<file path="src/eps_pkg.sv">
package eps_pkg;

  // ----------------------------------------
  // Register offsets (byte addresses)
  // ----------------------------------------
  localparam logic [7:0] ADDR_STATUS     = 8'h00;
  localparam logic [7:0] ADDR_STATUS_CLR = 8'h08;
  localparam logic [7:0] ADDR_CONFIG     = 8'h10;
  localparam logic [7:0] ADDR_ANY_THREAD = 8'h18;
  localparam logic [7:0] ADDR_SESSION    = 8'h20;

  // ----------------------------------------
  // Field positions
  // ----------------------------------------
  localparam int SCI_FLAG_BIT   = 60;
  localparam int CFG_PRECISE_EVENT_SAMPLING_BIT   = 0;
  localparam int SES_IN_BIT     = 0;
  localparam int SES_OPTIN_BIT  = 1;
  localparam int SES_TRAP_BIT   = 2;
  localparam int SES_REC_BIT    = 3;

  // ----------------------------------------
  // Reset values
  // ----------------------------------------
  localparam logic [63:0] RST_CONFIG     = 64'h0000_0000_0000_0000;
  localparam logic [63:0] RST_ANY_THREAD = 64'h0000_0000_0000_0000;

  // ----------------------------------------
  // Retirement kinds reported by the core
  // ----------------------------------------
  localparam logic [2:0] RET_OTHER  = 3'h0;
  localparam logic [2:0] RET_SUPER  = 3'h1;
  localparam logic [2:0] RET_KEY    = 3'h2;
  localparam logic [2:0] RET_REPORT = 3'h3;
  localparam logic [2:0] RET_ENTER  = 3'h4;
  localparam logic [2:0] RET_RESUME = 3'h5;
  localparam logic [2:0] RET_EXIT   = 3'h6;
  localparam logic [2:0] RET_AEX    = 3'h7;

  // ----------------------------------------
  // Address store slots
  // ----------------------------------------
  localparam logic SLOT_ENTRY = 1'b0;

  // ----------------------------------------
  // State types
  // ----------------------------------------
  typedef enum logic [2:0] {
    REC_IDLE = 3'b001,
    REC_BUSY = 3'b010,
    REC_AEX  = 3'b100
  } eps_rec_t;

endpackage

</file>
<file path="src/eps_enclave_perfmon.sv">
// Summary of operation
// - Status bit 60 flags enclave interference
// - Flag clear means counters count normally
// - Opt-in entry changes nothing, flag stays clear
// - Opt-out entry suppresses thread monitoring except cycles
// - Opt-out stops fixed zero, general; sets flag
// - Opt-out suppresses sampling records
// - Opt-out demotes sibling any-thread counters
// - Exit or async exit resumes monitoring
// - Exit restores sibling any-thread counting
// - Supervisor leaves report own address
// - Key and report leaves report own address
// - Entry: opt-in reports address, opt-out none
// - Exit record: opt-in reports exit address
// - Async exit record: saved ip or entry address
// - Second record after exiting event reports pointer
// - Record store fault reported, record skipped
// - Async exit faults dropped, record aborted
// - Async exit traps pend until instruction boundary
// - Exiting event delivery continues after abort
// - Opt-in transitions count as far branches
// - Opt-out session counts one branch, one instruction
// - Shared counters unaffected by entry
//
// Added by the designer: the address map and the strobed register port.
`timescale 1ns/100ps
`default_nettype none

module eps_enclave_perfmon #(
  parameter int IPW  = 64,
  parameter int NGP  = 4,
  parameter int NSIB = 7
) (
  // Clock and reset
  input  wire logic            clk,
  input  wire logic            rst,
  // Register port
  input  wire logic [7:0]      regAddr,
  input  wire logic [63:0]     regWdata,
  input  wire logic            regWr,
  input  wire logic            regRd,
  output logic      [63:0]     regRdata,
  // Retirement from the core
  input  wire logic            retValid,
  input  wire logic [2:0]      retKind,
  input  wire logic [IPW-1:0]  retIp,
  input  wire logic            entryOptIn,
  input  wire logic [IPW-1:0]  ssaIp,
  input  wire logic [IPW-1:0]  aepIp,
  input  wire logic            pebsPending,
  // Exiting event delivery
  input  wire logic            eeeDelivered,
  input  wire logic            eeePebsPending,
  output logic                 eeeProceed,
  // Record writer feedback
  input  wire logic            recDone,
  input  wire logic            recFaultLike,
  input  wire logic            recTrapLike,
  input  wire logic            instrBoundary,
  // Record request
  output logic                 recValid,
  output logic      [IPW-1:0]  recIp,
  output logic                 recSynthetic,
  output logic                 faultReport,
  output logic                 trapRelease,
  // Counter controls
  output logic      [2:0]      fixedCtrEn,
  output logic      [NGP-1:0]  gpCtrEn,
  output logic      [NSIB-1:0] siblingAnyThread,
  output logic                 pebsActive,
  output logic                 sharedCtrEn,
  output logic                 branchInc,
  output logic                 instrInc
);

  // ----------------------------------------
  // Declarations
  // ----------------------------------------
  logic                 inEnclave_q;
  logic                 optIn_q;
  logic                 sciFlag_q;
  logic                 trapPend_q;
  logic [63:0]          config_q;
  logic [63:0]          count_any_thread_q;
  eps_pkg::eps_rec_t    recState_q;
  eps_pkg::eps_rec_t    recState_d;
  logic [IPW-1:0]       entryIpStored;
  logic                 suppress;
  logic                 pebsCfg;
  logic                 isEntry;
  logic                 isExit;
  logic                 isAex;
  logic                 leaving;
  logic                 statusClr;
  logic                 reqFire;
  logic [IPW-1:0]       reqIp;
  logic                 reqAex;
  logic                 recEnd;

  // ----------------------------------------
  // Helpers
  // ----------------------------------------
  // True when a retirement of the given kind occurs
  function automatic logic retIs(input logic v, input logic [2:0] k, input logic [2:0] want);
    retIs = v && (k == want);
  endfunction

  // Address seen by a record at session end
  function automatic logic [IPW-1:0] sessionIp(input logic optIn, input logic [IPW-1:0] inIp,
                                                input logic [IPW-1:0] entIp);
    sessionIp = optIn ? inIp : entIp;
  endfunction

  assign isEntry = retIs(retValid, retKind, eps_pkg::RET_ENTER) ||
                   retIs(retValid, retKind, eps_pkg::RET_RESUME);
  assign isExit  = retIs(retValid, retKind, eps_pkg::RET_EXIT);
  assign isAex   = retIs(retValid, retKind, eps_pkg::RET_AEX);
  assign leaving = (isExit || isAex) && inEnclave_q;
  assign pebsCfg = config_q[eps_pkg::CFG_PRECISE_EVENT_SAMPLING_BIT];

  // ----------------------------------------
  // Enclave session state
  // ----------------------------------------
  // Mode kept per thread for the whole session
  always_ff @(posedge clk) begin
    if (rst) begin
      inEnclave_q <= 1'b0;
      optIn_q     <= 1'b0;
    end else if (isEntry) begin
      inEnclave_q <= 1'b1;
      optIn_q     <= entryOptIn;
    end else if (isExit || isAex) begin
      inEnclave_q <= 1'b0;
    end
  end

  // Entry address, needed for opt-out records later
  eps_ip_store #(
    .WIDTH (IPW),
    .DEPTH (2)
  ) u_ipStore (
    .clk    (clk),
    .rst    (rst),
    .wrEn   (isEntry),
    .wrAddr (eps_pkg::SLOT_ENTRY),
    .wrData (retIp),
    .rdAddr (eps_pkg::SLOT_ENTRY),
    .rdData (entryIpStored)
  );

  // Only opt-out sessions alter monitoring
  assign suppress = inEnclave_q && !optIn_q;

  // ----------------------------------------
  // Counter gating
  // ----------------------------------------
  // Cycle counters one and two never stop
  assign fixedCtrEn[0] = !suppress;
  assign fixedCtrEn[1] = 1'b1;
  assign fixedCtrEn[2] = 1'b1;
  assign gpCtrEn       = {NGP{!suppress}};
  assign pebsActive    = pebsCfg && !suppress;

  // Sibling any-thread bits masked, config itself kept
  assign siblingAnyThread = count_any_thread_q[NSIB-1:0] & {NSIB{!suppress}};

  // Cross-core counters are never gated here
  assign sharedCtrEn = 1'b1;

  // ----------------------------------------
  // Interference flag
  // ----------------------------------------
  assign statusClr = regWr && (regAddr == eps_pkg::ADDR_STATUS_CLR) &&
                     regWdata[eps_pkg::SCI_FLAG_BIT];

  // A set in the clearing cycle wins
  always_ff @(posedge clk) begin
    if (rst) begin
      sciFlag_q <= 1'b0;
    end else if (isEntry && !entryOptIn) begin
      sciFlag_q <= 1'b1;
    end else if (statusClr) begin
      sciFlag_q <= 1'b0;
    end
  end

  // ----------------------------------------
  // Configuration registers
  // ----------------------------------------
  always_ff @(posedge clk) begin
    if (rst) begin
      config_q <= eps_pkg::RST_CONFIG;
    end else if (regWr && regAddr == eps_pkg::ADDR_CONFIG) begin
      config_q <= regWdata;
    end
  end

  always_ff @(posedge clk) begin
    if (rst) begin
      count_any_thread_q <= eps_pkg::RST_ANY_THREAD;
    end else if (regWr && regAddr == eps_pkg::ADDR_ANY_THREAD) begin
      count_any_thread_q <= regWdata;
    end
  end

  // ----------------------------------------
  // Register read, data one cycle later
  // ----------------------------------------
  always_ff @(posedge clk) begin
    if (rst) begin
      regRdata <= '0;
    end else if (regRd) begin
      unique case (regAddr)
        eps_pkg::ADDR_STATUS: begin
          regRdata <= '0;
          regRdata[eps_pkg::SCI_FLAG_BIT] <= sciFlag_q;
        end
        eps_pkg::ADDR_CONFIG:     regRdata <= config_q;
        eps_pkg::ADDR_ANY_THREAD: regRdata <= count_any_thread_q;
        eps_pkg::ADDR_SESSION: begin
          regRdata <= '0;
          regRdata[eps_pkg::SES_IN_BIT]    <= inEnclave_q;
          regRdata[eps_pkg::SES_OPTIN_BIT] <= optIn_q;
          regRdata[eps_pkg::SES_TRAP_BIT]  <= trapPend_q;
          regRdata[eps_pkg::SES_REC_BIT]   <= (recState_q != eps_pkg::REC_IDLE);
        end
        default: regRdata <= '0;
      endcase
    end else begin
      regRdata <= '0;
    end
  end

  // ----------------------------------------
  // Record request selection
  // ----------------------------------------
  // Picks the reported address per retirement kind
  always_comb begin
    reqFire = 1'b0;
    reqIp   = retIp;
    reqAex  = 1'b0;
    if (eeeDelivered && eeePebsPending && pebsCfg) begin
      reqFire = 1'b1;
      reqIp   = aepIp;
    end else if (retValid && pebsPending && pebsCfg) begin
      unique case (retKind)
        eps_pkg::RET_SUPER: reqFire = !suppress;
        eps_pkg::RET_KEY,
        eps_pkg::RET_REPORT: reqFire = !suppress;
        eps_pkg::RET_ENTER,
        eps_pkg::RET_RESUME: reqFire = entryOptIn;
        eps_pkg::RET_EXIT: begin
          reqFire = 1'b1;
          reqIp   = sessionIp(optIn_q, retIp, entryIpStored);
        end
        eps_pkg::RET_AEX: begin
          reqFire = 1'b1;
          reqAex  = 1'b1;
          reqIp   = sessionIp(optIn_q, ssaIp, entryIpStored);
        end
        default: reqFire = !suppress;
      endcase
    end
  end

  // ----------------------------------------
  // Record writer state
  // ----------------------------------------
  // A new request is taken only when idle
  always_comb begin
    recState_d = recState_q;
    recEnd     = 1'b0;
    unique case (recState_q)
      eps_pkg::REC_IDLE: begin
        if (reqFire) begin
          recState_d = reqAex ? eps_pkg::REC_AEX : eps_pkg::REC_BUSY;
        end
      end
      eps_pkg::REC_BUSY: begin
        if (recDone || recFaultLike) begin
          recState_d = eps_pkg::REC_IDLE;
        end
      end
      eps_pkg::REC_AEX: begin
        if (recDone || recFaultLike) begin
          recState_d = eps_pkg::REC_IDLE;
          recEnd     = 1'b1;
        end
      end
      default: recState_d = eps_pkg::REC_IDLE;
    endcase
  end

  always_ff @(posedge clk) begin
    if (rst) begin
      recState_q <= eps_pkg::REC_IDLE;
    end else begin
      recState_q <= recState_d;
    end
  end

  // Request pulse with its address
  always_ff @(posedge clk) begin
    if (rst) begin
      recValid     <= 1'b0;
      recIp        <= '0;
      recSynthetic <= 1'b0;
    end else begin
      recValid <= reqFire && (recState_q == eps_pkg::REC_IDLE);
      if (reqFire && (recState_q == eps_pkg::REC_IDLE)) begin
        recIp        <= reqIp;
        recSynthetic <= reqAex;
      end
    end
  end

  // ----------------------------------------
  // Fault and trap handling
  // ----------------------------------------
  // Faults outside the exit window go straight out
  always_ff @(posedge clk) begin
    if (rst) begin
      faultReport <= 1'b0;
    end else begin
      faultReport <= (recState_q == eps_pkg::REC_BUSY) && recFaultLike;
    end
  end

  // No event window at exit end, so traps wait
  always_ff @(posedge clk) begin
    if (rst) begin
      trapPend_q <= 1'b0;
    end else if (recState_q == eps_pkg::REC_AEX && recTrapLike) begin
      trapPend_q <= 1'b1;
    end else if (instrBoundary) begin
      trapPend_q <= 1'b0;
    end
  end

  always_ff @(posedge clk) begin
    if (rst) begin
      trapRelease <= 1'b0;
    end else begin
      trapRelease <= trapPend_q && instrBoundary;
    end
  end

  // Exiting event goes on once the async record ends or aborts, or at once when no record was taken
  always_ff @(posedge clk) begin
    if (rst) begin
      eeeProceed <= 1'b0;
    end else begin
      eeeProceed <= recEnd || (isAex && !(reqFire && recState_q == eps_pkg::REC_IDLE));
    end
  end

  // ----------------------------------------
  // Branch and instruction counting
  // ----------------------------------------
  // Opt-out session collapses to one branch at exit
  always_ff @(posedge clk) begin
    if (rst) begin
      branchInc <= 1'b0;
      instrInc  <= 1'b0;
    end else begin
      branchInc <= (isEntry && entryOptIn) || leaving;
      instrInc  <= (isEntry && entryOptIn) || leaving;
    end
  end

endmodule

`default_nettype wire

</file>
<file path="src/eps_ip_store.sv">
`timescale 1ns/100ps
`default_nettype none

module eps_ip_store #(
  parameter int WIDTH = 64,
  parameter int DEPTH = 2
) (
  // Clock and reset
  input  wire logic                     clk,
  input  wire logic                     rst,
  // Write port
  input  wire logic                     wrEn,
  input  wire logic [$clog2(DEPTH)-1:0] wrAddr,
  input  wire logic [WIDTH-1:0]         wrData,
  // Read port, data one cycle later
  input  wire logic [$clog2(DEPTH)-1:0] rdAddr,
  output logic      [WIDTH-1:0]         rdData
);

  logic [WIDTH-1:0] mem [DEPTH];

  // ----------------------------------------
  // Storage, no reset needed on contents
  // ----------------------------------------
  always_ff @(posedge clk) begin
    if (wrEn) begin
      mem[wrAddr] <= wrData;
    end
  end

  // Registered read keeps the output glitch free
  always_ff @(posedge clk) begin
    if (rst) begin
      rdData <= '0;
    end else begin
      rdData <= mem[rdAddr];
    end
  end

endmodule

`default_nettype wire

</file>
<file path="config.mk">
export PLATFORM = sky130hd
export DESIGN_NAME = eps_enclave_perfmon
export DESIGN_NICKNAME = d
export VERILOG_FILES = /design/src/eps_pkg.sv /design/src/eps_enclave_perfmon.sv /design/src/eps_ip_store.sv
export SDC_FILE = /design/constraint.sdc
export NUM_CORES = 1
export LEC_CHECK = 0
export BUFFER_PORTS_ARGS = -buffer_cell sky130_fd_sc_hd__buf_2
export CORE_MARGIN = 2
export CORE_UTILIZATION = 55
export DETAILED_ROUTE_END_ITERATION = 8
export PLACE_DENSITY = 0.83
export REMOVE_ABC_BUFFERS = 1
export SKIP_LAST_GASP = 1
export SLEW_MARGIN = 15
export SYNTH_ARGS = -nofsm -noshare
export SYNTH_HDL_FRONTEND = slang
export SYNTH_SLANG_ARGS = --single-unit
</file>
<file path="constraint.sdc">
create_clock -name clk -period 8.98 [get_ports clk]
set_input_delay 0.898 -clock clk [delete_from_list [all_inputs] [get_ports clk]]
set_output_delay 0.898 -clock clk [all_outputs]
set_load 0.005 [all_outputs]
</file>
==> Yosys cells after proc, flatten, opt, wreduce, memory -nomap -nowiden <==
Memories as Yosys holds them, arrays and structs flattened. A register that Yosys moved wholly into a read port is not among the register bits.
Cells that the tools add are included.
Widths: inputs -> output; s select.
{ "classes": {"eq_ne": 14, "n_mux": 26, "n_bitwise": 2, "n_reduce_logical": 40} }
{ "op_table": {"columns": ["cell", "n"], "rows": [
  ["$mux 64", 4],
  ["$pmux 64 s4", 1],
  ["$pmux 64 s2", 1],
  ["$logic_and 1x1->1", 22],
  ["$eq 8x5->1 const B", 2],
  ["$eq 3x3->1 const B", 5],
  ["$mux 1", 15],
  ["$mux 3", 3],
  ["$eq 8x4->1 const B", 1],
  ["$eq 8x6->1 const B", 1],
  ["$logic_not 8->1", 1],
  ["$reduce_or 2->1", 4],
  ["$and 7x7->7", 1],
  ["$pmux 3 s2", 1],
  ["$reduce_bool 2->1", 3],
  ["$logic_or 1x1->1", 5],
  ["$logic_not 1->1", 4],
  ["$eq 3x1->1 const B", 1],
  ["$eq 3x2->1 const B", 1],
  ["$ne 3x1->1 const B", 1],
  ["$ne 2x1->1 const B", 1],
  ["$ne 2x2->1 const B", 1],
  ["$pmux 1 s2", 1],
  ["$reduce_and 2->1", 1],
  ["$not 1->1", 1]
]} }
{ "word_totals": {"ff_bits": 269, "mem_bits_rw": 128, "inputBits": 280, "output_inout_bits": 151, "word_cells": 98, "mem_count": 1} }
{ "memory_table": {"columns": ["memory", "words", "word_bits", "read_ports", "rd_ports_with_merged_regs", "write_ports", "line_no", "text"], "rows": [
  ["u_ipStore.mem", 2, 64, 1, 1, 1, "eps_ip_store.sv:20", "logic [WIDTH-1:0] mem [DEPTH];"]
]} }

==> Longest topological paths before layout <==
Gate-level depths: netlist (run 1).
{ "depth": {"ltp_word": 10, "ltp_mapped": 7, "depth_no_buf": 4} }

==> Cells and area by module <==
Synthesis (run 1) repeated with hierarchy kept, for this count alone.
{ "hier_totals": {"cells_unflattened": 1664, "hier_area_um2": 17326.6} }
{ "modules_own_cells": {"columns": ["mod", "instances", "cells_per_inst", "area_each_um2"], "rows": [
  ["eps_enclave_perfmon", 1, 1328, 11179.5],
  ["eps_ip_store", 1, 336, 6147.1]
]} }

==> Least setup slack after synthesis (run 1) <==
Ideal clock, no wire load.
{ "synth_timing": {"kind": "input to register", "start": "input retKind[2]", "end": "memory u_ipStore.mem[0][0] (enable)", "setup_ns": 0.488, "t_arrival_ns": 3.685, "slack_ns": 4.808, "cell_stages": 2, "n_path_buf": 0, "path_cell_list": "nand2_1 nor2_1"} }
{ "synth_between": {"elab_chain_cells": 5, "elab_cells_between_ends": 7, "cone_classes": "eq/ne (2); mux (2); reduce/logical (3)"} }
{ "synth_lines": {"columns": ["element", "line_no", "text"], "rows": [
  ["from (decl)", "eps_enclave_perfmon.sv:45", "input wire logic [2:0] retKind,"],
  ["$eq 3x3->1", "eps_enclave_perfmon.sv:105", "retIs = v && (k == want);"],
  ["$logic_and 1x1->1", "eps_enclave_perfmon.sv:105", null],
  ["$logic_or 1x1->1 (*)", "eps_enclave_perfmon.sv:114", "assign isEntry = retIs(retValid, retKind, eps_pkg::RET_ENTER) ||"],
  ["via isEntry", "eps_enclave_perfmon.sv:90", "logic isEntry;"],
  ["$mux 1 (*)", "eps_ip_store.sv:26", "if (wrEn) begin"],
  ["$mux 1 (not written as such) (*)", "eps_ip_store.sv:27", "mem[wrAddr] <= wrData;"],
  ["to (decl)", "eps_ip_store.sv:20", null]
]} }
The timed path passes the listed nets; every way through them passes the cells marked *.

==> Worst setup path in the final report (run 1) <==
{ "layout_timing": {"start": "input regAddr[7]", "end": "register count_any_thread_q[22]"} }
{ "layout_between": {"elab_chain_cells": 2} }
{ "layout_lines": {"columns": ["element", "line_no", "text"], "rows": [
  ["from (decl)", "eps_enclave_perfmon.sv:38", "input wire logic [7:0] regAddr,"],
  ["$eq 8x5->1", "eps_enclave_perfmon.sv:201", "end else if (regWr && regAddr == eps_pkg::ADDR_ANY_THREAD) begin"],
  ["$logic_and 1x1->1", "eps_enclave_perfmon.sv:201", null],
  ["to (signal assigned)", "eps_enclave_perfmon.sv:200", "count_any_thread_q <= eps_pkg::RST_ANY_THREAD;"],
  ["to (signal assigned)", "eps_enclave_perfmon.sv:202", "count_any_thread_q <= regWdata;"],
  ["to (decl)", "eps_enclave_perfmon.sv:84", "logic [63:0] count_any_thread_q;"]
]} }
Every way passes these cells.
A chain may end at the register's enable or synchronous reset.

==> results of run 1 <==
-- power by group through the flow --
stage	clock network (mW)	registers (mW)	logic, mW
global route	1.79	1.85	0.218
finish	1.69	1.85	0.202
global placement	0	1.88	0.195
floorplan	0	1.88	0.0798
detailed placement	0	1.89	0.200
CTS	1.71	1.85	0.201
-- layer usage --
layer,vias to the layer above,GRT usage (%),part of all wire [%],wire (um)
li1,5883,-,-,-
met1,6029,34.9,40,17000
met2,654,43.3,47,19800
met3,122,6.21,9.2,3890
met4,8,10.5,3.8,1620
met5,-,0,0.13,54
-- cells by family (layout without fill, tap and decap cells) --
group | Yosys count | in the layout
AND/OR/NAND/NOR | 436 | 436
XOR/XNOR | 1 | 1
multiplexers | 193 | 193
other | 1 | 16
buffers and inverters | 136 | 518
flip-flops | 397 | 397
AO/OA/AOI/OAI | 280 | 280
-- sequential cells by signal, indices dropped and copies added (netlist names) --
name	count
config_q	64
recState_q	3
u_ipStore.rdData	64
faultReport	1
recValid	1
eeeProceed	1
recIp	64
count_any_thread_q	64
u_ipStore.mem	64
optIn_q	1
regRdata	64
recSynthetic	1
trapPend_q	1
inEnclave_q	1
sciFlag_q	1
trapRelease	1
instrInc	1
-- stage by stage --
stage / util (%) / setup slack [ns] / hold slack, ns / cells / power [mW]
finish: 68.1 / 5.97 / 0.446 / 2225 / 3.74
global route: 68.1 / 5.83 / 0.466 / 2223 / 3.85
CTS: 68.0 / 6.03 / 0.450 / 2212 / 3.76
detailed placement: 63.2 / 5.50 / 0.440 / 2137 / 2.08
global placement: 63.2 / 5.58 / 0.431 / 2137 / 2.08
floorplan: - / 3.10 / 0.419 / 1311 / 1.96
-- worst max-delay path, delay by kind of cell --
kind          cells  cell delay [ns]
buf+inv           1             0.10
simple gates      3             1.90
mux               1             0.45
-- synthesized netlist by cell type, types with 2 or more instances --
cell        n
dfxtp_1   333
mux2i_1   188
nand2b_1  118
clkbuf_1   87
nand2_1    72
a21oi_1    70
nor2_1     70
nor2b_1    66
a311oi_1   64
edfxtp_1   64
o221ai_1   64
o22a_1     64
or2b_2     50
or2b_1     24
buf_1      17
buf_4      10
and2_1      8
buf_2       8
buf_6       7
a22oi_1     5
buf_12      5
mux2_2      5
nor3b_1     5
o21ai_0     5
nand3_1     4
nor3_1      3
a221oi_1    2
and3_1      2
and3b_1     2
nand3b_1    2
o211ai_1    2
-- cells in the final DEF, fill, tap and decap left out, drive strengths merged, types with 5 or more instances in the layout --
cell / count
nand2: 72
a311oi: 64
nand2b: 118
o22a: 64
a22oi: 5
dfxtp: 333
and2: 8
nor2b: 66
o21ai: 5
edfxtp: 64
clkinv: 8
clkbuf: 63
buf: 441
nor3b: 5
mux2: 5
a21oi: 70
mux2i: 188
or2b: 74
o221ai: 64
nor2: 70
diode: 13
-- worst max path at each step --
stage | end | startpoint | slack (ns) | depth (start not counted)
floorplan | recState_q[1] | optIn_q | 3.10 | 4
global placement | count_any_thread_q[40] | regAddr[7] | 5.58 | 5
detailed placement | count_any_thread_q[34] | regAddr[7] | 5.50 | 5
CTS | count_any_thread_q[22] | regAddr[7] | 6.03 | 5
global route | count_any_thread_q[10] | regAddr[7] | 5.83 | 5
finish | count_any_thread_q[22] | regAddr[7] | 5.97 | 5
-- layout make-up --
| class | count | area [um^2] | area share, % |
|---|---|---|---|
| repair buffers | 442 | 2260 | 11.6 |
| flip-flops and latches | 397 | 8590 | 44.1 |
| diodes | 13 | 32.5 | 0.167 |
| inverters | 1 | 3.75 | 0.0193 |
| clock inverters | 13 | 108 | 0.552 |
| well taps | 384 | 480 | 2.46 |
| multi-input cells | 913 | 6760 | 34.7 |
| clock buffers | 62 | 1260 | 6.45 |
==> impl_metrics.toml, run 1 <==
[global_route]
antenna_found_initial = 17
grt_pass1_vias = 12340
grt_max_degree = 129
grtUsageTotal_pct = 26.8
grt_overflow = 0
grt_pass1_wl_mm = 66.0

[power_and_ir_drop]
p_leak_nw = 8.12
clkPwrFrac_pct = 45.3
ir_drop_uv = 150
p_int_mw = 2.94
p_per_area_nw_per_um2 = 192
p_comb_share_pct = 5.4
switching_share_pct = 21.4
p_seq_share_pct = 49.3
switchingPower_uw = 800

[logic_synthesis]
yosys.area.top_type = "dfxtp_1"
syn_area_um2 = 16000
synthFlopType = "dfxtp_1"
syn-instance-count = 1444
synthSimpleGateAreaFrac_pct = 16.1
yosys_register_bits = 397
synthXorXnorAreaFrac_pct = 0.0548
synth_compound_area_share_pct = 13.5
ys_top_cells_by_area = "dfxtp_1 42%, edfxtp_1 12%, mux2i_1 12%"
yosysSeqAreaShare_pct = 53.8
synth_top_family_by_area = "simple AND/OR/NAND/NOR gates"
synth_cell_type_count = 49
yosys_warnings = 0
synth_edf_count = 64
synth_mux_area_share_pct = 12.1
synth_top_area_share_pct = 41.7
avgSynthCellArea_um2 = 11.1
synthAdderAreaFrac_pct = 0
async_reset_ff_share_pct = 0

[worst_setup_path]
crit_path_cell_trace = "buf_2 -> or4_4 -> nor4b_4 -> nand3_4 -> mux2i_1"
slowest_stage = "nand3_4"
cp_max_fo = 53
endpoint_kind = "flip-flop"
crit_required_ns = 9.40
start_kind = "input port"
r2r_end = "recIp[19]"
reg2regPathDepth = 6
cp_slowest_stage_delay_ns = 0.85
setup.worst_path.class = "input port to flip-flop"
rrSetupSlack_ns = 6.33
critical_path_arrival_ns = 3.43
r2r-start = "config_q[0]"

[detailed_routing]
wl_mm = 42.4
viasPerCell = 5.71
num_vias = 12696
first_iter_violations = 1081
ant_nets = 0
wl_per_cell_um = 19.1
first_pass_iters = 5
post-route-drc-count = 0

[final_layout]
num-fill-cells = 2148
area_growth_pct = 22.0
final_layout_size_suffix_gt1_share_pct = 31.9
fin_area_um2 = 19500
nets = 2076

[timing]
min_period_over_period_pct = 33.5
fin_setup_tns_ns = 0
fmax_ghz = 0.332
tightest_slew_ns = 1.17
drv_slew = 0
max_slew_margin_pct = 22.0
rsz0062_at_grt = "no"
setup_viol = 0
fin_skew_ns = 0.0143
hold_viol = 0
period_needed_ns = 3.01

[floorplanning]
core-area_um2 = 28600
fp.dieW_um = 174
rows = 62
pin_count = 431
die_y_um = 174
dieArea_um2 = 30400
start_util_pct = 55.8

[worst_hold_path]
hold_class = "flip-flop to flip-flop"
min_to = "u_ipStore.rdData[60]"
worstHoldStart = "u_ipStore.mem[0][60]"
whs_path_depth = 1

[clock_network]
clock_latency_ns = 0.53
clkTransAtPathRegs_ns = 0.06
cts_root_buf = "clkbuf_16"
htree_num_levels = 2
numCtsBuffers = 41
hold_buffers = 0
cts.path.max_buffers = 3
cts_setup_buffers = 0
cts.sinks = 397
cts_resized = 0
cts_tree = "done"

[placed_design]
place_area_um2 = 18100
routabilityCongestion = 0.895
portBuffers = 427
hpwl_mm = 27.3

[outcome]
status = "completed"

[flow_run]
cap_violations = 0
No activity file was read; power rests on OpenSTA's default activity.
==> run 2, diff against run 1 <==
- CORE_UTILIZATION: 55 -> 53
- PLACE_DENSITY: 0.83 -> 0.8
- clock period: 8.98 -> 2.9 ns (I/O delays scaled with it)
==> run 2 against run 1 <==
Compared with the run above: critical path depth is 1 lower; core utilization rose by 0.42 points; register-to-register slack got worse by 5.5 ns; global-route usage up 0.75 points; critical path type is now flip-flop to primary output; largest cell class unchanged; non-clock buffer count is 75 higher.
==> impl_metrics.toml, run 2 (same netlist as run 1, synthesis figures left out) <==
[outcome]
status = "completed"

[power_and_ir_drop]
switching_share_pct = 21.2
p_int_mw = 9.07
p_leak_nw = 8.43
ir_drop_uv = 446
p_seq_share_pct = 49.7
switchingPower_mw = 2.44
p_per_area_nw_per_um2 = 567
clkPwrFrac_pct = 44.1
p_comb_share_pct = 6.2

[detailed_routing]
first_pass_iters = 5
ant_nets = 0
wl_mm = 45.3
first_iter_violations = 994
wl_per_cell_um = 19.7
num_vias = 13079
viasPerCell = 5.68
post-route-drc-count = 0

[worst_setup_path]
critical_path_arrival_ns = 1.87
reg2regPathDepth = 4
setup.worst_path.class = "flip-flop to primary output"
critical_path.top_delay_family = "simple AND/OR/NAND/NOR gates"
crit_path_cell_trace = "inv_1 -> nand2_1 -> and2_1 -> buf_2"
start_kind = "flip-flop"
endpoint_kind = "primary output"
crit_buf_inv = 2
cp_slowest_stage_delay_ns = 0.53
crit_required_ns = 2.61
crit_cells = 4
cp_max_fo = 13
slowest_stage = "dfxtp_2"

[timing]
setup_slack_ns = 0.743
period_needed_ns = 2.16
fin_skew_ns = 0.0117
max_slew_margin_pct = 34.8
drv_slew = 0
rsz0062_at_grt = "no"
tightest_slew_ns = 0.978
setup_viol = 0
fmax_ghz = 0.464
min_period_over_period_pct = 74.4
hold_viol = 0

[global_route]
grt_pass1_wl_mm = 68.8
antenna_found_initial = 19
grt_overflow = 0
grt_max_degree = 187
grtUsageTotal_pct = 27.6
grt_pass1_vias = 12906

[clock_network]
htree_num_levels = 2
cts_tree = "done"
cts_resized = 0
cts_root_buf = "clkbuf_16"
numCtsBuffers = 40
clock_latency_ns = 0.52
clkTransAtPathRegs_ns = 0.07
hold_buffers = 66
cts.path.max_buffers = 3
cts.sinks = 397
cts_setup_buffers = 0

[floorplanning]
die_y_um = 178
fp.dieW_um = 178
pin_count = 431
core-area_um2 = 29600
dieArea_um2 = 31500
start_util_pct = 53.9
rows = 63

[final_layout]
area_growth_pct = 27.1
nets = 2150
final_cell_mix = "425 x buf_2, 332 x dfxtp_1, 188 x mux2i_1"
fin_area_um2 = 20300
fin_util_pct = 68.5
final_common_cell = "buf_2"
final_layout_size_suffix_gt1_share_pct = 30.6
num-fill-cells = 2178

[worst_hold_path]
hold_class = "input port to flip-flop"
whs_path_depth = 3

[flow_run]
cap_violations = 0

[placed_design]
place_area_um2 = 18300
dp_slack_ns = 0.593
routabilityCongestion = 0.899
portBuffers = 427
hpwl_mm = 28.4
run 2: cell types whose count changed in the layout (fill, tap and decap cells not counted), sizes merged:
cell         before  now
buf             441  450
bufinv            1    3
clkbuf           63   60
clkinv            8    3
diode            13   18
dlygate4sd3       0   66
inv               4    2
run 2: worst paths after layout:
kind / from / end / slack [ns]
setup / recovery: optIn_q / siblingAnyThread[5] / 0.74
hold / removal: aepIp[63] / recIp[63] / 0.03
hold reg to reg: u_ipStore.mem[0][10] / u_ipStore.rdData[10] / 0.45
setup reg to reg: config_q[0] / recState_q[2] / 0.83
run 2: worst register-to-register path, stage by stage (launching register included):
cell and delay, ns:
dfxtp_1 0.54, nand3_1 0.23, o31a_1 0.36, or4_1 0.56, a221oi_1 0.30
run 2: layer usage:
metal | global-route usage [%] | vias to the layer above | routed length, um | share of wire [%]
li1 | - | 6039 | - | -
met5 | 0 | - | 13 | 0.029
met4 | 13.9 | 2 | 2100 | 4.6
met1 | 35.0 | 6184 | 17900 | 39
met2 | 44.8 | 710 | 21700 | 48
met3 | 5.29 | 144 | 3660 | 8.1
run 2: power by group through the flow:
| stage | combinational, mW | sequential (mW) | clock (mW) |
|---|---|---|---|
| CTS | 0.700 | 5.72 | 5.15 |
| floorplan | 0.247 | 5.84 | 0 |
| finish | 0.710 | 5.72 | 5.08 |
| global route | 0.761 | 5.72 | 5.37 |
| global placement | 0.615 | 5.84 | 0 |
| detailed placement | 0.625 | 5.84 | 0 |
run 2: final cells by class:
cell class                 instances  area, um^2  area share, %
antenna                           18        45.0          0.222
multi-input combinational        913        6760           33.3
timing repair buffer             517        3150           15.5
clock buffer                      59        1140           5.63
inverter                           1        3.75         0.0185
sequential                       397        8590           42.3
tap                              390         488           2.40
clock inverter                     8         125          0.616
run 2: per-stage QoR:
stage	power [mW]	setup TNS, ns	std cells	hold slack [ns]
after floorplan	6.08	-308.88	1311	0.359
after global placement	6.45	0	2152	0.430
after detailed placement	6.46	0	2152	0.438
after CTS	11.6	0	2285	0.00977
after global routing	11.9	0	2303	0.0239
final	11.5	0	2303	0.0341
